--- config.mk ---
export PLATFORM = sky130hd
export DESIGN_NAME = auto_flow_control
export DESIGN_NICKNAME = d
export VERILOG_FILES = /design/src/shared/flow_ctl_pkg.sv /design/src/rtl/auto_flow_control.sv /design/src/rtl/jam_timer.sv
export VERILOG_INCLUDE_DIRS = /design/src /design/src/shared
export SDC_FILE = /design/constraint.sdc
export NUM_CORES = 1
export LEC_CHECK = 0
export ABC_AREA = 1
export BUFFER_PORTS_ARGS = -buffer_cell sky130_fd_sc_hd__buf_2
export CORE_MARGIN = 4
export CORE_UTILIZATION = 48
export DETAILED_ROUTE_END_ITERATION = 16
export MAX_ROUTING_LAYER = met4
export PLACE_DENSITY = 0.68
export SLEW_MARGIN = 15
export SYNTH_ARGS = -nofsm -noshare
export SYNTH_HDL_FRONTEND = slang
export SYNTH_SLANG_ARGS = --single-unit
--- constraint.sdc ---
create_clock -name core_clk_i -period 34.3 [get_ports core_clk_i]
set_input_delay 3.43 -clock core_clk_i [delete_from_list [all_inputs] [get_ports core_clk_i]]
set_output_delay 3.43 -clock core_clk_i [all_outputs]
set_load 0.02 [all_outputs]
--- src/shared/flow_ctl_defs.svh ---
`ifndef FLOW_CTL_DEFS_SVH
`define FLOW_CTL_DEFS_SVH

// =====================================================================
// register map
`define CFG_ADDR            8'hac
`define CFG_ADDR_W          8
`define CFG_RESET           32'h0000_0000
`define CFG_WRITE_MASK      32'h00ff_ffff
`define STATUS_ADDR         8'hb4
`define HI_MSB              23
`define HI_LSB              16
`define LO_MSB              15
`define LO_LSB              8
`define DUR_MSB             7
`define DUR_LSB             4
`define BIT_MULTICAST       3
`define BIT_BROADCAST       2
`define BIT_OWN_ADDR        1
`define BIT_ANY_FRAME       0

// =====================================================================
// timing
`define CLK_MHZ             125
`define DUR_10M_EXTRA_NS    2200
`define DUR_W               17

`endif

--- src/shared/flow_ctl_pkg.sv ---
package flow_ctl_pkg;

  // receive-side frame event from the mac
  typedef struct packed {
    logic preamble;
    logic addr_valid;
    logic multicast;
    logic broadcast;
    logic own_address;
  } rx_event_t;

  typedef struct packed {
    logic [7:0] flow_high_threshold;
    logic [7:0] flow_low_threshold;
    logic [3:0] jam_duration_code;
    logic       flow_on_multicast;
    logic       flow_on_broadcast;
    logic       flow_on_own_address;
    logic       flow_on_any_frame;
  } cfg_t;

  typedef enum logic [1:0] {
    ST_IDLE,
    ST_ABOVE,
    ST_PAUSED
  } fd_state_t;

endpackage

--- src/rtl/auto_flow_control.sv ---
`timescale 1ns/100ps
`include "flow_ctl_defs.svh"


module auto_flow_control #(
  parameter int FILL_W = 14
) (
  input  wire logic                   core_clk_i,
  input  wire logic                   arst_n_i,
  input  wire logic [7:0]             reg_addr_i,
  input  wire logic [31:0]            reg_wdata_i,
  input  wire logic                   reg_wr_i,
  input  wire logic                   reg_rd_i,
  output logic [31:0]                 reg_rdata_o,
  input  wire logic [FILL_W-1:0]      rx_fifo_fill_i,
  input  wire logic                   full_duplex_i,
  input  wire logic                   speed_100_i,
  input  wire logic                   tx_enable_i,
  input  wire flow_ctl_pkg::rx_event_t rx_event_i,
  input  wire logic [15:0]            pause_time_value_i,
  input  wire logic                   pause_ack_i,
  output logic                        pause_req_o,
  output logic [15:0]                 pause_time_o,
  output logic                        jam_o
);

  import flow_ctl_pkg::*;

  // =====================================================================
  // configuration register
  logic [31:0] cfg_reg;
  cfg_t        cfg;

  assign cfg = cfg_t'(cfg_reg[23:0]);

  always_ff @(posedge core_clk_i or negedge arst_n_i) begin
    if (!arst_n_i) begin
      cfg_reg <= `CFG_RESET;
    end else if (reg_wr_i && reg_addr_i == `CFG_ADDR) begin
      cfg_reg <= reg_wdata_i & `CFG_WRITE_MASK;
    end
  end

  // =====================================================================
  // threshold compare, units of 64 bytes
  function automatic logic [FILL_W-1:0] to_bytes(input logic [7:0] lvl);
    return FILL_W'({lvl, 6'h00});
  endfunction

  logic at_high;
  logic below_low;
  logic enabled;

  assign at_high   = rx_fifo_fill_i >= to_bytes(cfg.flow_high_threshold);
  assign below_low = rx_fifo_fill_i <  to_bytes(cfg.flow_low_threshold);
  // full duplex is enabled by any-frame; half duplex by any-frame or any class bit
  assign enabled   = cfg.flow_on_any_frame |
                     (!full_duplex_i & (cfg.flow_on_multicast | cfg.flow_on_broadcast |
                                        cfg.flow_on_own_address));

  // =====================================================================
  // full duplex pause sequencing
  fd_state_t fd_state_reg;
  logic      pause_req_reg;
  logic      pause_zero_reg;
  logic      fd_active;

  assign fd_active = full_duplex_i & cfg.flow_on_any_frame & tx_enable_i;

  always_ff @(posedge core_clk_i or negedge arst_n_i) begin
    if (!arst_n_i) begin
      fd_state_reg   <= ST_IDLE;
      pause_req_reg  <= 1'b0;
      pause_zero_reg <= 1'b0;
    end else if (!fd_active) begin
      // a queued request is withdrawn when the transmitter stops
      fd_state_reg   <= ST_IDLE;
      pause_req_reg  <= 1'b0;
      pause_zero_reg <= 1'b0;
    end else begin
      case (fd_state_reg)
        ST_IDLE: begin
          if (at_high) begin
            pause_req_reg  <= 1'b1;
            pause_zero_reg <= 1'b0;
            fd_state_reg   <= ST_ABOVE;
          end
        end
        ST_ABOVE: begin
          if (pause_req_reg && pause_ack_i) begin
            pause_req_reg <= 1'b0;
            fd_state_reg  <= ST_PAUSED;
          end
        end
        ST_PAUSED: begin
          if (below_low && !pause_req_reg) begin
            pause_req_reg  <= 1'b1;
            pause_zero_reg <= 1'b1;
          end else if (pause_req_reg && pause_ack_i) begin
            pause_req_reg  <= 1'b0;
            pause_zero_reg <= 1'b0;
            fd_state_reg   <= ST_IDLE;
          end
        end
        default: begin
          fd_state_reg <= ST_IDLE;
        end
      endcase
    end
  end

  assign pause_req_o = pause_req_reg;

  // pause time frozen while a request is pending; zero for the resume frame
  logic [15:0] pause_time_reg;

  always_ff @(posedge core_clk_i or negedge arst_n_i) begin
    if (!arst_n_i) begin
      pause_time_reg <= 16'h0000;
    end else if (fd_active && fd_state_reg == ST_PAUSED && below_low && !pause_req_reg) begin
      pause_time_reg <= 16'h0000;
    end else if (!pause_req_reg) begin
      pause_time_reg <= pause_time_value_i;
    end
  end

  assign pause_time_o = pause_time_reg;

  // =====================================================================
  // half duplex backpressure
  logic hd_active;
  logic class_match;
  logic jam_load;
  logic jam_active;

  assign hd_active = !full_duplex_i & tx_enable_i & at_high;

  always_comb begin
    class_match = 1'b0;
    if (cfg.flow_on_any_frame) begin
      class_match = rx_event_i.preamble;
    end else if (rx_event_i.addr_valid) begin
      class_match = (cfg.flow_on_multicast   & rx_event_i.multicast)   |
                    (cfg.flow_on_broadcast   & rx_event_i.broadcast)   |
                    (cfg.flow_on_own_address & rx_event_i.own_address);
    end
  end

  assign jam_load = hd_active & class_match;

  jam_timer #(
    .DUR_W (`DUR_W)
  ) u_jam_timer (
    .core_clk_i  (core_clk_i),
    .arst_n_i    (arst_n_i),
    .load_i      (jam_load),
    .code_i      (cfg.jam_duration_code),
    .speed_100_i (speed_100_i),
    .abort_i     (full_duplex_i | !tx_enable_i),
    .active_o    (jam_active)
  );

  assign jam_o = jam_active;

  // =====================================================================
  // register read
  logic [31:0] rdata_reg;

  always_ff @(posedge core_clk_i or negedge arst_n_i) begin
    if (!arst_n_i) begin
      rdata_reg <= 32'h0000_0000;
    end else if (reg_rd_i) begin
      if (reg_addr_i == `CFG_ADDR) begin
        rdata_reg <= cfg_reg;
      end else if (reg_addr_i == `STATUS_ADDR) begin
        rdata_reg <= {24'h00_0000, 1'b0, jam_active, pause_zero_reg, pause_req_reg,
                      enabled, at_high, fd_state_reg};
      end else begin
        rdata_reg <= 32'h0000_0000;
      end
    end else begin
      rdata_reg <= 32'h0000_0000;
    end
  end

  assign reg_rdata_o = rdata_reg;

endmodule

--- src/rtl/jam_timer.sv ---
`timescale 1ns/100ps
`include "flow_ctl_defs.svh"

module jam_timer #(
  parameter int DUR_W = `DUR_W
) (
  input  wire logic             core_clk_i,
  input  wire logic             arst_n_i,
  input  wire logic             load_i,
  input  wire logic [3:0]       code_i,
  input  wire logic             speed_100_i,
  input  wire logic             abort_i,
  output logic                  active_o
);

  logic [DUR_W-1:0] count_reg;

  // duration in us: 5,10,15,25,50 then 50 us steps
  function automatic logic [DUR_W-1:0] dur_cycles(input logic [3:0] c, input logic fast);
    int unsigned us;
    int unsigned ns;
    us = 0;
    case (c)
      4'h0: us = 5;
      4'h1: us = 10;
      4'h2: us = 15;
      4'h3: us = 25;
      default: us = (int'(c) - 3) * 50;
    endcase
    ns = us * 1000 + (fast ? 0 : `DUR_10M_EXTRA_NS);
    return DUR_W'((ns * `CLK_MHZ) / 1000);
  endfunction

  always_ff @(posedge core_clk_i or negedge arst_n_i) begin
    if (!arst_n_i) begin
      count_reg <= '0;
    end else if (abort_i) begin
      count_reg <= '0;
    end else if (load_i) begin
      count_reg <= dur_cycles(code_i, speed_100_i);
    end else if (count_reg != '0) begin
      count_reg <= count_reg - DUR_W'(1);
    end
  end

  assign active_o = (count_reg != '0);

endmodule

======== Yosys cells after proc, flatten, opt, wreduce, memory -nomap -nowiden ========
Cells that the tools add are included.
cells by class
  div/mod/pow operators ................... 1
  reduce and logical (&&, ||, !) cells .... 16
  equal/unequal tests ..................... 15
  $mul .................................... 3
  $add $sub $neg .......................... 3
  muxes and demuxes ....................... 30
  shift-type cells ........................ 0
  bitwise gates (word level) .............. 15
  order comparisons ....................... 2
operator list
  cell                                                 count
  case mux 32 bit (4 select lines)                     1
  two-way mux 32 bit                                   3
  two-way mux 17 bit                                   3
  adder 32 bit                                         1
  divider 32 x 10 -> 32 bit, second input constant     1
  multiplier 32 x 6 -> 31 bit, second input constant   1
  multiplier 32 x 7 -> 29 bit, second input constant   1
  multiplier 32 x 7 -> 32 bit, second input constant   1
  two-way mux 16 bit                                   2
  two-way mux 24 bit                                   1
  nonzero test 17 bit                                  1
  subtractor 17 x 1 -> 17 bit, second input constant   1
  equality test 8 bit, second input constant           2
  greater-or-equal comparator 14 bit                   1
  less-than comparator 14 bit                          1
  two-way mux 12 bit                                   1
  != test 3 bit, second input constant                 4
  two-way mux 1 bit                                    10
  two-way mux 2 bit                                    5
  bitwise AND 1 bit                                    9
  equality test 4 x 2 -> 1 bit, second input constant  2
  two-way mux 7 bit                                    1
  logical AND 1 bit                                    6
  OR 1 bit                                             6
  18 further kinds                                     20
storage, ports and cells
  memories kept ........................... 0
  input port bits ......................... 83
  register bits after elaboration ......... 93
  memory bits (read-only) ................. 0
  output and inout bits ................... 50
  latch bits .............................. 0
  logic and storage cells ................. 92
  RAM bits ................................ 0

======== Longest topological paths before layout ========
  word-level depth ........................ 14
  mapped depth ............................ 220
  mapped depth without buffers ............ 216

======== Cells and area by module ========
A second synthesis with hierarchy kept.
unflattened totals
  cells, all modules ...................... 3857
  area, all modules ....................... 25797.2 um^2
by module, submodules not included
  module             cells each  instances  sequential area each (um^2)  area an instance (um^2)
  jam_timer          3488        1          425.4                        22564.1
  auto_flow_control  369         1          1701.6                       3233.1

======== Worst setup path after synthesis ========
Ideal clock, no wire load.
  path kind ............................... flip-flop to flip-flop
  from .................................... register cfg_reg[4]
  to ...................................... register u_jam_timer.count_reg[0]
  data required time ...................... 34.184 ns
  cell stages (with the launch flop) ...... 197
  buffers on the path ..................... 8
  arrival time ............................ 25.162 ns
  clock period less this slack ............ 25.279 ns
  slack ................................... 9.021 ns
  setup time .............................. 0.116 ns
  cell sequence ........................... dfrtp_1 > ha_1 > nor2_1 > inv_1 > fa_1 > inv_1 > ha_1 > ha_1 > inv_1 > fa_1 > nor3_1 > o21ai_0 > ha_1 > nor2_1 > inv_1 > fa_1 > fa_1 > fa_1 > (+161 left out) > nand2_4 > xor2_1 > inv_1 > nand2_1 > nor2_2 > nand2_4 > clkinv_4 > nand3_4 > buf_6 > nand3_1 > nand2_1 > nand2_1 > inv_1 > nand3_2 > nor2_1 > nand3_1 > nand2_1 > nand2_1
on the way
  word-level cells in the longest chain between the ends .. 11
  elaborated cells on any way between the ends .. 15
  those cells by class .................... add/sub (2); mul (3); div (1); eq/ne (3); mux (5); reduce/logical (1)
RTL lines
  item                                       RTL line                 text
  start, declared                            auto_flow_control.sv:31  logic [31:0] cfg_reg;
  start signal, assigned                     auto_flow_control.sv:38  cfg_reg <= `CFG_RESET;
  start signal, assigned                     auto_flow_control.sv:40  cfg_reg <= reg_wdata_i & `CFG_WRITE_MASK;
  subtractor 4 x 2 -> 5 bit                  jam_timer.sv:28          default: us = (int'(c) - 3) * 50;
  multiplier 32 x 6 -> 31 bit                jam_timer.sv:28
  case mux 32 bit (4 select lines) (*)       jam_timer.sv:23          case (c)
  two-way mux 32 bit (*)                     jam_timer.sv:39          end else if (load_i) begin
  two-way mux 32 bit (*)                     jam_timer.sv:37          end else if (abort_i) begin
  multiplier 32 x 7 -> 29 bit (*)            jam_timer.sv:30          ns = us * 1000 + (fast ? 0 : `DUR_10M_EXTRA_NS);
  adder 32 bit (*)                           jam_timer.sv:30
  multiplier 32 x 7 -> 32 bit (no line) (*)  --
  divider 32 x 10 -> 32 bit (*)              jam_timer.sv:31          return DUR_W'((ns * `CLK_MHZ) / 1000);
  two-way mux 17 bit (*)                     jam_timer.sv:39
  two-way mux 17 bit (*)                     jam_timer.sv:37
  end signal, assigned                       jam_timer.sv:40          count_reg <= dur_cycles(code_i, speed_100_i);
  end signal, assigned                       jam_timer.sv:42          count_reg <= count_reg - DUR_W'(1);
  end, declared                              jam_timer.sv:16          logic [DUR_W-1:0] count_reg;
Every way passes the cells marked *; elsewhere a longest branch is shown, timed or not. The select of a mux whose other input is x is not followed.
A chain may end at the register's enable or synchronous reset.

======== Worst setup path in the final report ========
  from .................................... register cfg_reg[6]
  to ...................................... register u_jam_timer.count_reg[0]
The elaborated chain is that of the path after synthesis.

==> results.md <==
* Status: complete, no violations
* Core area at 0.0592 mm²
* Setup Skew at 9.79 ps
* Worst Hold Class: flip-flop to flip-flop
* Mapped cell area at 0.0288 mm²
* WL final at 71400 µm
* FFs w/ async S/R, synth at 100%
* Clock tree sinks at 85
* Die H at 253 µm
* # IOs at 133
* Most common cell after layout, fill and taps aside: nand2_1
* MaxCap Viol Count at 0
* All-Layer GR Usage at 22.6%
* RSZ-0062 raised after global routing: false
* Placed cell area at 0.0300 mm²
* Initial Utilization at 48.6%
* Via density at 5.07
* Synth top area share at 13.5%
* Largest net degree at the start of global routing at 69
* CP arrival at 31550 ps
* Multi-input logic area at 0.0230 mm²
* Post-synth EDFFs at 0
* Antenna Nets Post-Route at 0
* # DRC at 0
* CTS Hold Bufs at 0
* Mapped Avg Cell Area at 6.65 µm²
* Congestion Overflow GR at 0
* Final hold viol count at 0
* Crit path capture type: flip-flop
* Worst Tran Pin Value at 1030 ps
* Layout cells sized above 1 at 21.9%
* Global route hottest layer: met2
* Synth Instances at 4329
* Starting DRT DRC Count at 1548
* Post-CTS Setup Inserts at 0
* Yosys cell types at 77
* Final Max Slew Viols at 0
* Crit start category: flip-flop
* Most frequent cells in the layout: nand2_1 (1033), inv_1 (731), nand3_1 (363)
* Number of global-route vias before repair at 24.7k
* M1 GR Usage at 30.5%
* Die area at 0.0640 mm²
* Fillcell total at 6102
* End-of-flow core utilization at 51.1%
* Yosys reg bits at 85
* Clock root buffer: clkbuf_16
* Final RePlAce weighted congestion at 0.921
* Synth-to-Final Area Change at 5.27%
* Wire per inst at 13.7 µm
* Core Rows at 89
* Worst relative slew slack at 30.9%
* Setup TNS at 0 ps
* Vias after detailed routing at 26.4k
* Net count reported at finish at 4862
* CTS Buf Count at 9
* Worst hold path cell count at 2
* Slowest stage delay, CP at 570 ps
* Die Wd at 253 µm
* Met3 GRT Util at 1.32%
* Critical Path RT at 34590 ps
* Worst-Skew Late Latency at 350 ps
* IO buf count at 116
* Worst Reg-to-Reg Cells at 183
* Primary FF master, synth: dfrtp_1
* Area contributors post-synth: nand2_1 (13%), fa_1 (13%), inv_1 (9.5%)
* Cell area after layout at 0.0303 mm²
* Synth area leader: nand2_1
* Fin crit period at 31260 ps
* Critical Path Most Common Cell: nand2_1
* H-tree depth at 3
* Setup CP Type: flip-flop to flip-flop
* Final period utilization at 91.1%
* Met2 Use GR at 37.2%
* Seq. cell area at 0.00213 mm²
* Initial antenna violation count at 2
* # setup viols final at 0
* YS warnings at 0
* FMAX at 0.0320 GHz
* DP HPWL at 61700 µm
* Worst-path clk slew at 70 ps
* Post-synthesis sequential area ratio at 7.39%
* TritonRoute pass-1 iters at 6
* CTS tree: built
* Slowest-stage cell, CP: fa_1
* Place WS at 2130 ps
* First-pass GRT wire length at 119000 µm
* Max Fanout on Critical Path at 26
* CTS max path bufs at 2
* Final worst setup slack at 3040 ps
[critical path, delay by kind of cell, from the launching register on]
| kind | cells | cell delay [ps] |
|---|---|---|
| buffers and inverters | 25 | 2150 |
| AOI/OAI and AO/OA | 10 | 2080 |
| DFF | 1 | 400 |
| xor gates and xnor gates | 1 | 420 |
| and+or+nand+nor | 132 | 19350 |
| adders and majority gates | 15 | 6660 |
[final timing paths]
kind / from / end / slack (ps)
worst min register to register: pause_time_o[7] / pause_time_o[7] / 480
max in group asynchronous: arst_n_i / cfg_reg[16] / 30230
min in group asynchronous: arst_n_i / u_jam_timer.count_reg[16] / 2940
worst max-delay path: cfg_reg[6] / u_jam_timer.count_reg[0] / 3040
worst min-delay path: pause_time_o[7] / pause_time_o[7] / 480
worst max register to register: cfg_reg[6] / u_jam_timer.count_reg[0] / 3040
[cells in the mapped netlist (5+ instances only)]
library cell,n
clkbuf_1,13
nor2_2,76
nor2_1,304
nand3b_1,19
o21ai_0,81
a21boi_0,5
fa_1,183
xnor2_1,29
dfrtp_1,85
nand4_1,107
buf_4,8
nand3_4,27
nor4_1,10
ha_1,159
o211ai_1,11
inv_4,7
xor2_1,94
o21bai_1,14
nand2_2,279
nand3_2,86
nand2_4,130
o21ai_2,6
inv_1,731
a21oi_2,11
a21o_1,6
o31ai_1,5
nor2_8,12
clkinv_2,9
a31oi_1,25
nand2_1,1033
nand3_1,364
buf_6,11
or2_2,13
buf_12,5
inv_2,72
clkinv_1,14
o21ai_1,20
buf_8,9
nor2_4,59
nor3_1,19
nand2_8,9
a21oi_1,104
[kinds of logic after synthesis]
kind of cell | Yosys count | share of synthesized area (%)
XOR/XNOR | 125 | 3.86
AO/OA/AOI/OAI | 314 | 6.61
other | 2 | 0.0261
buffers and inverters | 892 | 13.1
adder cells (fa/ha/maj) | 342 | 19.6
flip-flops | 85 | 7.39
AND/OR/NAND/NOR | 2569 | 49.4
[layer usage]
metal | share of wire [%] | wire length [µm]
met5 | 0 | 0
met4 | 3.0 | 2130
met3 | 2.9 | 2080
met2 | 47 | 33800
met1 | 47 | 33400
[area by class of cell]
cell class                      count  area share, %
Multi-Input combinational cell   3380           76.0
Inverter                          841           10.7
Sequential cell                    85           7.02
Tap cell                          773           3.19
Timing Repair Buffer              120           2.02
Clock buffer                       11          0.768
Clock inverter                      5          0.223
Antenna cell                        3         0.0248
[per-stage QoR]
step	hold slack (ps)	cells
after floorplan	453	4356
after global placement	458	5198
after detailed placement	462	5198
after CTS	480	5214
after global routing	491	5217
final	482	5218
[what timing repair did]
action                     CTS  global route
setup endpoints to repair    0             1
hold endpoints to repair     0             0
gates resized for setup      0             5
Power is left out: the tool's default activity adds up to more than one toggle a clock period on the data nets, which glitch-free logic cannot reach.
